## src/crp_pkg.sv

```systemverilog
// constants for the codec reset and power control register slice
package crp_pkg;
   localparam int ADDR_W = 7;
   localparam int DATA_W = 16;

   // register addresses on the control port
   localparam logic [ADDR_W-1:0] ADDR_RESET_IDENT = 7'h00;
   localparam logic [ADDR_W-1:0] ADDR_POWER_ONE = 7'h01;

   // power_control_one field positions
   localparam int BIT_INDEPENDENT_BIAS = 8;
   localparam int BIT_LEVEL_SHIFTER = 7;
   localparam int BIT_AUX_INPUT_BUFFER = 6;
   localparam int BIT_PLL_POWER = 5;
   localparam int BIT_MIC_BIAS = 4;
   localparam int BIT_AMPLIFIER_BIAS = 3;
   localparam int REVISION_MSB = 2;
   localparam int REVISION_LSB = 0;
   localparam int REVISION_W = REVISION_MSB - REVISION_LSB + 1;

   // writable bits of power_control_one and their reset value
   localparam logic [DATA_W-1:0] POWER_ONE_WRITE_MASK = 16'h01F8;
   localparam logic [DATA_W-1:0] POWER_ONE_RESET = 16'h0000;
   localparam logic [DATA_W-1:0] READ_UNMAPPED = 16'h0000;

   // internal reset stretch after the power-on pin releases
   localparam int CLK_PERIOD_PS = 25000;
   localparam int RESET_HOLD_NS = 100;
   localparam int RESET_HOLD_CYCLES = ((RESET_HOLD_NS * 1000) + CLK_PERIOD_PS - 1) / CLK_PERIOD_PS;

   // reset sequencer, gray coded along reset -> hold -> run
   typedef enum logic [1:0] {
      CRP_ST_RESET = 2'b00,
      CRP_ST_HOLD = 2'b01,
      CRP_ST_RUN = 2'b11
   } crp_state_t;
endpackage

```

## src/crp_regs.sv

```systemverilog
// reset/identity and first power control registers of the codec
//
// How it works
// - any write to address zero in the run state soft-resets
// - address zero reads back the identity code
// - reset trigger is a strobe, not stored
// - bit 8 enables the independent bias generator
// - with reference ready bit 8 only drives independent_bias_enable
// - bit 7: level shifters, 1 normal, 0 standby
// - bit 6 switches the aux input buffer
// - bit 4 mic bias, off means high impedance
// - bit 3 enables the amplifier bias
// - bits 2:0 read revision, writes ignored
`timescale 1ns/10ps
module crp_regs
   import crp_pkg::*;
#(
   parameter logic [DATA_W-1:0] DEVICE_IDENTITY_CODE = 16'h5A01,
   parameter logic [REVISION_W-1:0] DEVICE_REVISION = 3'h1,
   parameter int HOLD_CYCLES = RESET_HOLD_CYCLES
) (
   input wire logic clk,
   input wire logic rst,
   input wire logic power_on_n,
   input wire logic mid_rail_reference_ready,
   input wire logic reference_buffer_ready,
   input wire logic output_amp_request,
   input wire logic reg_wr,
   input wire logic reg_rd,
   input wire logic [ADDR_W-1:0] reg_addr,
   input wire logic [DATA_W-1:0] reg_wdata,
   output logic [DATA_W-1:0] reg_rdata,
   output logic reg_rd_valid,
   output logic reg_wr_ack,
   output logic reg_addr_miss,
   output logic soft_reset_strobe,
   output logic device_reset,
   output logic independent_bias_enable,
   output logic bias_generator_on,
   output logic level_shifter_enable,
   output logic aux_input_buffer_enable,
   output logic pll_power_enable,
   output logic mic_bias_enable,
   output logic mic_bias_drive_en,
   output logic amplifier_bias_enable,
   output logic output_amp_granted,
   output logic bias_order_fault
);
   // the identity code is arbitrary; the revision value is arbitrary too

   localparam int HOLD_W = $clog2(HOLD_CYCLES + 1);

   // refuse a hold count the sequencer cannot count
   if (HOLD_CYCLES < 1) begin : g_hold_check
      $error("crp_regs: HOLD_CYCLES must be at least 1");
   end

   function automatic logic addr_is_mapped(input logic [ADDR_W-1:0] a);
      addr_is_mapped = (a == ADDR_RESET_IDENT) || (a == ADDR_POWER_ONE);
   endfunction

   // ------------------------------------------------------------------
   // pins from outside the clock domain
   logic power_on_n_s;
   logic ref_ready_s;
   logic buf_ready_s;

   crp_sync3 #(
      .WIDTH(3),
      .RESET_VAL(3'h0)
   ) u_sync (
      .clk(clk),
      .rst(rst),
      .async_in({power_on_n, mid_rail_reference_ready, reference_buffer_ready}),
      .sync_out({power_on_n_s, ref_ready_s, buf_ready_s})
   );

   // ------------------------------------------------------------------
   // reset sequencer
   crp_state_t state_ff;
   crp_state_t nxt_state;
   logic [HOLD_W-1:0] hold_cnt_ff;
   logic running;

   assign running = (state_ff == CRP_ST_RUN);

   always_comb begin
      nxt_state = state_ff;
      unique case (state_ff)
         CRP_ST_RESET: begin
            if (power_on_n_s) begin
               nxt_state = CRP_ST_HOLD;
            end
         end
         CRP_ST_HOLD: begin
            if (!power_on_n_s) begin
               nxt_state = CRP_ST_RESET;
            end else if (hold_cnt_ff == HOLD_W'(HOLD_CYCLES - 1)) begin
               nxt_state = CRP_ST_RUN;
            end
         end
         CRP_ST_RUN: begin
            if (!power_on_n_s) begin
               nxt_state = CRP_ST_RESET;
            end
         end
         default: begin
            nxt_state = CRP_ST_RESET;
         end
      endcase
   end

   always_ff @(posedge clk) begin
      if (rst) begin
         state_ff <= CRP_ST_RESET;
      end else begin
         state_ff <= nxt_state;
      end
   end

   always_ff @(posedge clk) begin
      if (rst || state_ff != CRP_ST_HOLD) begin
         hold_cnt_ff <= '0;
      end else begin
         hold_cnt_ff <= hold_cnt_ff + HOLD_W'(1);
      end
   end

   // ------------------------------------------------------------------
   // access decode; accesses outside the run state are dropped
   logic wr_take;
   logic rd_take;
   logic soft_reset_hit;
   logic power_write_hit;

   assign wr_take = reg_wr && running;
   assign rd_take = reg_rd && running;
   assign soft_reset_hit = wr_take && (reg_addr == ADDR_RESET_IDENT);
   assign power_write_hit = wr_take && (reg_addr == ADDR_POWER_ONE);

   logic soft_reset_strobe_ff;
   logic device_reset_ff;

   // reset trigger is a pure pulse and keeps nothing to read back
   always_ff @(posedge clk) begin
      if (rst) begin
         soft_reset_strobe_ff <= 1'b0;
      end else begin
         soft_reset_strobe_ff <= soft_reset_hit;
      end
   end

   always_ff @(posedge clk) begin
      if (rst) begin
         device_reset_ff <= 1'b1;
      end else begin
         device_reset_ff <= (nxt_state != CRP_ST_RUN) || soft_reset_hit;
      end
   end

   // ------------------------------------------------------------------
   // power_control_one storage; only bits 8:3 hold state
   logic [DATA_W-1:0] power_one_ff;

   always_ff @(posedge clk) begin
      if (rst || !running || soft_reset_hit) begin
         power_one_ff <= POWER_ONE_RESET;
      end else if (power_write_hit) begin
         // reserved and revision bits never take written data
         power_one_ff <= reg_wdata & POWER_ONE_WRITE_MASK;
      end
   end

   // ------------------------------------------------------------------
   // read path
   logic [DATA_W-1:0] nxt_rdata;
   logic [DATA_W-1:0] reg_rdata_ff;
   logic reg_rd_valid_ff;
   logic reg_wr_ack_ff;
   logic reg_addr_miss_ff;

   always_comb begin
      nxt_rdata = READ_UNMAPPED;
      if (reg_addr == ADDR_RESET_IDENT) begin
         nxt_rdata = DEVICE_IDENTITY_CODE;
      end else if (reg_addr == ADDR_POWER_ONE) begin
         nxt_rdata = power_one_ff & POWER_ONE_WRITE_MASK;
         nxt_rdata[REVISION_MSB:REVISION_LSB] = DEVICE_REVISION;
      end
   end

   always_ff @(posedge clk) begin
      if (rst) begin
         reg_rdata_ff <= READ_UNMAPPED;
      end else if (rd_take) begin
         reg_rdata_ff <= nxt_rdata;
      end
   end

   always_ff @(posedge clk) begin
      if (rst) begin
         reg_rd_valid_ff <= 1'b0;
         reg_wr_ack_ff <= 1'b0;
         reg_addr_miss_ff <= 1'b0;
      end else begin
         reg_rd_valid_ff <= rd_take;
         reg_wr_ack_ff <= wr_take;
         reg_addr_miss_ff <= (wr_take || rd_take) && !addr_is_mapped(reg_addr);
      end
   end

   // ------------------------------------------------------------------
   // power enables toward the analogue blocks
   logic ind_bias_bit;
   logic ref_active;
   logic bias_on;
   logic independent_bias_enable_ff;
   logic bias_generator_on_ff;
   logic level_shifter_enable_ff;
   logic aux_input_buffer_enable_ff;
   logic pll_power_enable_ff;
   logic mic_bias_enable_ff;
   logic mic_bias_drive_en_ff;
   logic amplifier_bias_enable_ff;
   logic output_amp_granted_ff;
   logic bias_order_fault_ff;

   assign ind_bias_bit = power_one_ff[BIT_INDEPENDENT_BIAS];
   assign ref_active = ref_ready_s && buf_ready_s;
   // bias comes either from bit 8 or from a ready reference
   assign bias_on = ind_bias_bit || ref_active;

   always_ff @(posedge clk) begin
      if (rst) begin
         independent_bias_enable_ff <= 1'b0;
         bias_generator_on_ff <= 1'b0;
      end else begin
         independent_bias_enable_ff <= ind_bias_bit;
         bias_generator_on_ff <= bias_on;
      end
   end

   always_ff @(posedge clk) begin
      if (rst) begin
         level_shifter_enable_ff <= 1'b0;
         aux_input_buffer_enable_ff <= 1'b0;
         pll_power_enable_ff <= 1'b0;
      end else begin
         level_shifter_enable_ff <= power_one_ff[BIT_LEVEL_SHIFTER];
         aux_input_buffer_enable_ff <= power_one_ff[BIT_AUX_INPUT_BUFFER];
         pll_power_enable_ff <= power_one_ff[BIT_PLL_POWER];
      end
   end

   // mic bias output is released to high impedance when off
   always_ff @(posedge clk) begin
      if (rst) begin
         mic_bias_enable_ff <= 1'b0;
         mic_bias_drive_en_ff <= 1'b0;
      end else begin
         mic_bias_enable_ff <= power_one_ff[BIT_MIC_BIAS];
         mic_bias_drive_en_ff <= power_one_ff[BIT_MIC_BIAS];
      end
   end

   always_ff @(posedge clk) begin
      if (rst) begin
         amplifier_bias_enable_ff <= 1'b0;
      end else begin
         amplifier_bias_enable_ff <= power_one_ff[BIT_AMPLIFIER_BIAS];
      end
   end

   // amplifiers only start once some bias source is up; the fault flags
   // a request made before the reference without bit 8 set
   always_ff @(posedge clk) begin
      if (rst || !running) begin
         output_amp_granted_ff <= 1'b0;
         bias_order_fault_ff <= 1'b0;
      end else begin
         output_amp_granted_ff <= output_amp_request && bias_on;
         bias_order_fault_ff <= output_amp_request && !ref_active && !ind_bias_bit;
      end
   end

   assign reg_rdata = reg_rdata_ff;
   assign reg_rd_valid = reg_rd_valid_ff;
   assign reg_wr_ack = reg_wr_ack_ff;
   assign reg_addr_miss = reg_addr_miss_ff;
   assign soft_reset_strobe = soft_reset_strobe_ff;
   assign device_reset = device_reset_ff;
   assign independent_bias_enable = independent_bias_enable_ff;
   assign bias_generator_on = bias_generator_on_ff;
   assign level_shifter_enable = level_shifter_enable_ff;
   assign aux_input_buffer_enable = aux_input_buffer_enable_ff;
   assign pll_power_enable = pll_power_enable_ff;
   assign mic_bias_enable = mic_bias_enable_ff;
   assign mic_bias_drive_en = mic_bias_drive_en_ff;
   assign amplifier_bias_enable = amplifier_bias_enable_ff;
   assign output_amp_granted = output_amp_granted_ff;
   assign bias_order_fault = bias_order_fault_ff;
endmodule

```

## src/crp_sync3.sv

```systemverilog
// three flip-flop input synchroniser with agreement filter
`timescale 1ns/10ps
module crp_sync3 #(
   parameter int WIDTH = 1,
   parameter logic [WIDTH-1:0] RESET_VAL = '0
) (
   input wire logic clk,
   input wire logic rst,
   input wire logic [WIDTH-1:0] async_in,
   output logic [WIDTH-1:0] sync_out
);
   logic [WIDTH-1:0] stage1_ff;
   logic [WIDTH-1:0] stage2_ff;
   logic [WIDTH-1:0] stage3_ff;
   logic [WIDTH-1:0] out_ff;

   if (WIDTH < 1) begin : g_width_check
      $error("crp_sync3: WIDTH must be at least 1");
   end

   always_ff @(posedge clk) begin
      if (rst) begin
         stage1_ff <= RESET_VAL;
         stage2_ff <= RESET_VAL;
         stage3_ff <= RESET_VAL;
      end else begin
         stage1_ff <= async_in;
         stage2_ff <= stage1_ff;
         stage3_ff <= stage2_ff;
      end
   end

   // a bit only changes once the second and third stages agree
   genvar gi;
   generate
      for (gi = 0; gi < WIDTH; gi++) begin : g_bit
         always_ff @(posedge clk) begin
            if (rst) begin
               out_ff[gi] <= RESET_VAL[gi];
            end else if (stage2_ff[gi] == stage3_ff[gi]) begin
               out_ff[gi] <= stage3_ff[gi];
            end
         end
      end
   endgenerate

   assign sync_out = out_ff;
endmodule
```

## config.mk

```make
export PLATFORM = sky130hd
export DESIGN_NAME = crp_regs
export DESIGN_NICKNAME = d
export VERILOG_FILES = /design/src/crp_pkg.sv /design/src/crp_regs.sv /design/src/crp_sync3.sv
export SDC_FILE = /design/constraint.sdc
export NUM_CORES = 1
export LEC_CHECK = 0
export BUFFER_PORTS_ARGS = -buffer_cell sky130_fd_sc_hd__buf_4
export CAP_MARGIN = 5
export CORE_MARGIN = 1.5
export CORE_UTILIZATION = 50
export DETAILED_ROUTE_END_ITERATION = 6
export GPL_ROUTABILITY_DRIVEN = 0
export MAX_ROUTING_LAYER = met4
export PLACE_DENSITY = 0.82
export SETUP_SLACK_MARGIN = 0.5
export SLEW_MARGIN = 10
export SYNTH_ARGS = -nofsm -noshare
export SYNTH_HDL_FRONTEND = slang
export SYNTH_HIERARCHICAL = 1
export SYNTH_SLANG_ARGS = --single-unit
export TNS_END_PERCENT = 5
```

## constraint.sdc

```tcl
create_clock -name clk -period 2.8 [get_ports clk]
set_input_delay 0.84 -clock clk [delete_from_list [all_inputs] [get_ports clk]]
set_output_delay 0.84 -clock clk [all_outputs]
set_load 0.005 [all_outputs]
```

==> impl_metrics.env, run 1 <==
export IMPL_routedWlPerCell_um=11.87
export IMPL_status="completed"
export IMPL_synth_compound_area_frac=0.06848
export IMPL_cts_buffer_depth=2
export IMPL_via_count=1158
export IMPL_synth_mux_area_fraction=0.03735
export IMPL_gr_usage_all_layers=0.1766
export IMPL_root_buffer="clkbuf_4"
export IMPL_synth_commonest_cells="dfxtp_1 (45), nand2_1 (26), buf_4 (10), o21ai_1 (10)"
export IMPL_synthCells=154
export IMPL_skew_ns=0.009769
export IMPL_dr_pass1_iters=4
export IMPL_dp_hpwl_um=2081
export IMPL_synth_area_sq_um=1608
export IMPL_fp_dieW_um=59.71
export IMPL_synth_cell_types=32
export IMPL_gr_total_overflow=0
export IMPL_synthMostInstantiatedCell="dfxtp_1"
export IMPL_met3_length_um=126
export IMPL_tightest_slew_ns=0.7373
export IMPL_peakVddDrop_mv=0.4748
export IMPL_hold_buffers=0
export IMPL_slowest_stage="dfxtp_1"
export IMPL_leakage_nw=0.8906
export IMPL_crit_family="flip-flops"
export IMPL_crit_arrival_ns=0.91
export IMPL_drive_gt1_frac=0.3719
export IMPL_routed_top_layer="met4"
export IMPL_syn_avg_cell_area_sq_um=10.44
export IMPL_ys_ff_latch=45
export IMPL_finalNetCount=231
export IMPL_cp_max_fo=5
export IMPL_syn2layout_area_growth_pct=26.77
export IMPL_initial_core_util=0.5266
export IMPL_p_per_area_nw_per_um2=584.6
export IMPL_whs_ns=0.4376
export IMPL_yosys_area_share_simple=0.2498
export IMPL_async_flop_share=0
export IMPL_crit_required_ns=1.96
export IMPL_endpoint_kind="primary output"
export IMPL_hold_class="flop to flop"
export IMPL_antenna_left=0
export IMPL_diodes=0
export IMPL_synth_top_cell_area_share=0.5603
export IMPL_grt_max_degree=26
export IMPL_via_per_inst=4.765
export IMPL_cp_cell_sequence="buf_4"
export IMPL_synth_seq_area_share=0.5603
export IMPL_met2_length_um=1547
export IMPL_critPathKind="flop to primary output"
export IMPL_antenna_found_initial=0
export IMPL_slew_violations=0
export IMPL_final_util=0.6676
export IMPL_rsz0062_at_grt="false"
export IMPL_grt_pass1_wl_um=4436
export IMPL_cts_resized=0
export IMPL_fp_dieH_um=59.71
export IMPL_m1WireLength_um=1156
export IMPL_clkLatencyLatePin_ns=0.37
export IMPL_min_period_ns=1.751
export IMPL_clk_pin_slew_worst_paths_ns=0.13
export IMPL_start_kind="flop"
export IMPL_synth_top_cells_by_area="dfxtp_1 (56%), nand2_1 (6.1%), buf_4 (4.7%)"
export IMPL_cts_sinks=45
export IMPL_tns_ns=0
export IMPL_h_tree_depth=2
export IMPL_post_cts_buffers=0
export IMPL_fin_crit_sh=0.6253
export IMPL_die_area_sq_um=3565
export IMPL_cts_tree="done"
export IMPL_path_buf_inv=1
export IMPL_final_hold_viol_count=0
export IMPL_drt_iter0_markers=34
export IMPL_setup_viol=0
export IMPL_synth_top_flop_cell="dfxtp_1"
export IMPL_synth_edff_count=0
export IMPL_cpPeakStageDelay_ns=0.41
export IMPL_synth_xor_area_frac=0
export IMPL_fmax_mhz=571.2
export IMPL_yosys_warnings=6
export IMPL_coreArea_sq_um=3053
export IMPL_drv_cap=0
export IMPL_rows=20
export IMPL_synthAdderAreaFrac=0.01556
export IMPL_drc_errors=0
export IMPL_cts_buffers=5
export IMPL_ios=62
export IMPL_grt_pass1_vias=1067
export IMPL_synth_top_area_cell="dfxtp_1"
export IMPL_max_slew_margin=0.5062
export IMPL_synth_top_family_by_area="simple AND/OR/NAND/NOR gates"
export IMPL_routed_wl_um=2885
export IMPL_place_port_buffers=46
[cells in the final DEF, fill, tap and decap left out]
cell type  count
o21ai_0        1
nor2b_4        1
buf_4         47
mux2i_1        6
nor2_1         7
and4bb_2       1
inv_6          1
and2_1         2
nor2b_1        7
and2b_2        2
nand3_1        6
o31ai_2        1
and3_1         1
a31oi_1        1
inv_1          2
nor3b_1        1
bufinv_16      2
nor2b_2        6
and3b_1        1
dfxtp_1       45
nand3_4        1
a21oi_1        2
nand4_2        1
nor4_4         1
ha_1           2
o21ai_1       10
conb_1         5
nand2_1       26
clkbuf_4       5
nor4_2         1
a21oi_2        3
or3b_2         1
[per-stage QoR]
stage          setup WS (ns)  power [mW]  area (sq um)  instances
3_5_place_dp          0.6930      0.7099          1932        235
3_3_place_gp          0.7776      0.7079          1932        235
5_1_grt               0.9905       1.223          2038        243
6_report               1.049       1.192          2038        243
2_1_floorplan          1.146      0.6866          1623        158
4_1_cts                1.025       1.201          2038        243
[routing by layer]
metal  up-vias  global-route usage
met5         -                   -
met4         0             0.08571
met3         8             0.05195
met2        32              0.3199
met1       535              0.1683
li1        583                   -
[where the power goes]
part / total [mW] / internal [mW] / switching, mW
clock network: 0.496 / 0.281 / 0.215
logic: 0.0483 / 0.0249 / 0.0235
registers: 0.648 / 0.646 / 0.00200
total: 1.19 / 0.951 / 0.240
[flip-flops by register name, summed over array words and instances, names as in the netlist, 2 cells and up]
| signal | count |
|---|---|
| u_sync/stage1_ff | 3 |
| u_sync/stage2_ff | 3 |
| state_ff | 2 |
| u_sync/sync_out | 3 |
| power_one_ff | 6 |
| hold_cnt_ff | 3 |
| u_sync/stage3_ff | 3 |
| reg_rdata | 8 |
[worst paths after layout]
kind                                                 start                         to  slack [ns]  depth (start not counted)
worst max-delay path            reg_rdata[12]$_SDFFE_PP0P_              reg_rdata[14]        1.05                          1
worst min-delay path             hold_cnt_ff[0]$_SDFF_PP0_  hold_cnt_ff[0]$_SDFF_PP0_        0.44                          1
worst min register to register   hold_cnt_ff[0]$_SDFF_PP0_  hold_cnt_ff[0]$_SDFF_PP0_        0.44                          1
worst max register to register      state_ff[1]$_SDFF_PP0_  reg_rdata[4]$_SDFFE_PP0P_        1.40                          3
[layout make-up]
type,instances,area [sq um]
fill,266,1015
sequential,45,900.9
multi-input combinational,97,615.6
timing repair buffer,47,352.8
clock inverter,3,68.82
tap,44,55.05
clock buffer,5,37.54
inverter,2,7.507
[logic make-up after synthesis]
logic type               count (synthesis)
AO/OA/AOI/OAI                           18
adder cells (fa/ha/maj)                  2
buffers and inverters                   16
flip-flops                              45
multiplexers                             6
other                                    1
AND/OR/NAND/NOR                         66
[worst register-to-register path, delay by kind of cell (launching register included)]
family,cells,cell delay (ns)
compound gates,1,0.21
simple gates,2,0.72
flops,1,0.42
No activity file was read; power rests on OpenSTA's default activity.
==> run 2, diff against run 1 <==
--- a/config.mk
+++ b/config.mk
@@ -5,14 +5,15 @@
 export SDC_FILE = /design/constraint.sdc
 export NUM_CORES = 1
 export LEC_CHECK = 0
+export ABC_AREA = 1
 export BUFFER_PORTS_ARGS = -buffer_cell sky130_fd_sc_hd__buf_4
 export CAP_MARGIN = 5
 export CORE_MARGIN = 1.5
-export CORE_UTILIZATION = 50
+export CORE_UTILIZATION = 48
 export DETAILED_ROUTE_END_ITERATION = 6
 export GPL_ROUTABILITY_DRIVEN = 0
 export MAX_ROUTING_LAYER = met4
-export PLACE_DENSITY = 0.82
+export PLACE_DENSITY = 0.78
 export SETUP_SLACK_MARGIN = 0.5
 export SLEW_MARGIN = 10
 export SYNTH_ARGS = -nofsm -noshare
==> constraint.sdc (replaced) <==
create_clock -name clk -period 1.65 [get_ports clk]
set_input_delay 0.495 -clock clk [delete_from_list [all_inputs] [get_ports clk]]
set_output_delay 0.495 -clock clk [all_outputs]
set_load 0.005 [all_outputs]
==> impl_metrics.env, run 2 <==
export IMPL_drt_iter0_markers=63
export IMPL_switching_share=0.2275
export IMPL_share_comb_of_total_power=0.050
export IMPL_cts_sinks=45
export IMPL_fp_dieH_um=62.45
export IMPL_h_tree_depth=2
export IMPL_crit_arrival_ns=0.87
export IMPL_gr_total_overflow=0
export IMPL_cts_tree="done"
export IMPL_cts_buffers=5
export IMPL_synth_mux_area_fraction=0
export IMPL_synth_commonest_cells="dfxtp_1 (45), nor2_1 (30), inv_1 (29)"
export IMPL_endpoint_kind="primary output"
export IMPL_setup_viol=0
export IMPL_leakage_nw=0.9142
export IMPL_routedWlPerCell_um=10.18
export IMPL_async_flop_share=0
export IMPL_largest_reg_flops=8
export IMPL_pwr_share_clk=0.296
export IMPL_grt_max_degree=28
export IMPL_synth_area_sq_um=1697
export IMPL_p_per_area_nw_per_um2=804.2
export IMPL_synthCells=199
export IMPL_yosys_area_share_simple=0.2308
export IMPL_routed_top_layer="met4"
export IMPL_synth_seq_area_share=0.5310
export IMPL_min_period_ns=1.368
export IMPL_ios=62
export IMPL_grt_pass1_vias=1206
export IMPL_antenna_left=0
export IMPL_peakVddDrop_mv=0.4787
export IMPL_die_area_sq_um=3900
export IMPL_grt_pass1_wl_um=5112
export IMPL_synth_edff_count=0
export IMPL_m1WireLength_um=1314
export IMPL_synth_cell_types=25
export IMPL_ys_ff_latch=45
export IMPL_cellInternalPower_mw=1.297
export IMPL_antenna_found_initial=0
export IMPL_rsz0062_at_grt="true"
export IMPL_rows=21
export IMPL_clk_pin_slew_worst_paths_ns=0.12
export IMPL_synth_xor_area_frac=0
export IMPL_clkLatencyLatePin_ns=0.36
export IMPL_synth_compound_area_frac=0.08407
export IMPL_path_buf_inv=1
export IMPL_synth_top_area_cell="dfxtp_1"
export IMPL_coreArea_sq_um=3363
export IMPL_fmax_mhz=731.3
export IMPL_mostFrequentLayoutCell="dfxtp_1"
export IMPL_via_count=1291
export IMPL_hold_class="input port to flop"
export IMPL_met2_length_um=1419
export IMPL_power_mw=1.678
export IMPL_place_port_buffers=46
export IMPL_finalNetCount=276
export IMPL_fillers=305
export IMPL_routed_wl_um=2953
export IMPL_start_kind="flop"
export IMPL_hold_buffers=0
export IMPL_crit_family="flip-flops"
export IMPL_diodes=0
export IMPL_drv_cap=0
export IMPL_dp_hpwl_um=2161
export IMPL_yosys_warnings=6
export IMPL_drc_errors=0
export IMPL_slew_violations=0
export IMPL_cp_cell_sequence="buf_6"
export IMPL_seqPwrFrac=0.654
export IMPL_fin_crit_sh=0.8288
export IMPL_status="completed"
export IMPL_crit_required_ns=1.15
export IMPL_via_per_inst=4.452
export IMPL_cts_buffer_depth=2
export IMPL_synthMostInstantiatedCell="dfxtp_1"
export IMPL_dr_pass1_iters=4
export IMPL_synth_top_flop_cell="dfxtp_1"
export IMPL_skew_ns=0.007036
export IMPL_cpPeakStageDelay_ns=0.41
export IMPL_initial_core_util=0.5045
export IMPL_synth_top_cell_area_share=0.5310
export IMPL_final_hold_viol_count=0
export IMPL_critPathKind="flop to primary output"
export IMPL_final_cell_mix="dfxtp_1 (43), buf_4 (42), nor2_1 (30)"
export IMPL_met3_length_um=155
export IMPL_synth_top_cells_by_area="dfxtp_1 (53%), nor2_1 (6.6%), inv_1 (6.4%)"
export IMPL_drive_gt1_frac=0.3197
export IMPL_synthAdderAreaFrac=0.01475
export IMPL_gr_usage_all_layers=0.1734
export IMPL_tns_ns=0
export IMPL_root_buffer="clkbuf_4"
export IMPL_syn2layout_area_growth_pct=23.01
export IMPL_slowest_stage="dfxtp_4"
export IMPL_synth_top_family_by_area="simple AND/OR/NAND/NOR gates"
export IMPL_cp_max_fo=5
export IMPL_syn_avg_cell_area_sq_um=8.526
export IMPL_fp_dieW_um=62.45
export IMPL_power_switching_mw=0.3818
-- run 2: path summary, 6_finish.rpt --
| path | startpoint | to | slack (ns) | cells past startpoint |
|---|---|---|---|---|
| max | reg_rdata[12]$_SDFFE_PP0P_ | reg_rdata[12] | 0.28 | 1 |
| min reg2reg | u_sync/stage1_ff[1]$_SDFF_PP0_ | u_sync/stage2_ff[1]$_SDFF_PP0_ | 0.41 | 2 |
| min | power_on_n | u_sync/stage1_ff[2]$_SDFF_PP0_ | 0.33 | 3 |
| max reg2reg | state_ff[1]$_SDFF_PP0_ | power_one_ff[7]$_SDFFE_PP0P_ | 0.51 | 5 |
-- run 2: layout make-up --
cell class / count / area (sq um) / share of cell area
clock buffers: 6 / 41.29 / 0.01978
clock inverters: 2 / 10.01 / 0.004796
multi-input cells: 112 / 578.1 / 0.2770
well taps: 46 / 57.56 / 0.02758
repair buffers: 46 / 360.3 / 0.1727
inverters: 33 / 133.9 / 0.06415
flip-flops and latches: 45 / 905.9 / 0.4341
-- run 2: metrics by stage --
| step | util | hold WS (ns) | cells | cell area (sq um) | setup slack [ns] |
|---|---|---|---|---|---|
| detailed placement | 0.5993 | 0.3974 | 282 | 2016 | 0.2194 |
| global route | 0.6205 | 0.3195 | 290 | 2087 | 0.2296 |
| floorplan | - | 0.3883 | 203 | 1712 | 0.4849 |
| global placement | 0.5993 | 0.3894 | 282 | 2016 | 0.2692 |
| CTS | 0.6205 | 0.3224 | 290 | 2087 | 0.2704 |
| finish | 0.6205 | 0.3296 | 290 | 2087 | 0.2825 |
-- run 2: cells by family after synthesis --
| logic type | after synthesis |
|---|---|
| compound gates | 25 |
| fa+ha+maj | 2 |
| buf+inv | 46 |
| flops | 45 |
| other cells | 1 |
| simple gates | 80 |
-- run 2: routing by layer --
metal | GRT usage | vias to the layer above
li1 | - | 682
met1 | 0.1963 | 564
met2 | 0.2796 | 38
met3 | 0.04865 | 7
met4 | 0.09167 | 0
met5 | - | -
-- run 2: power groups by stage --
stage	clock (mW)	sequential, mW	combinational (mW)
6_report	0.497	1.10	0.0838
5_1_grt	0.574	1.10	0.0934
4_1_cts	0.517	1.10	0.0851
3_5_place_dp	0	1.12	0.0846
3_3_place_gp	0	1.12	0.0828
2_1_floorplan	0	1.12	0.0522
-- run 2: timing repair --
item                                    4_1_cts  5_1_grt
buffers inserted                              0        0
resized for setup                             7        0
pin swaps                                     0        0
endpoints found under the setup margin       26       42
hold endpoints to repair                      0        0
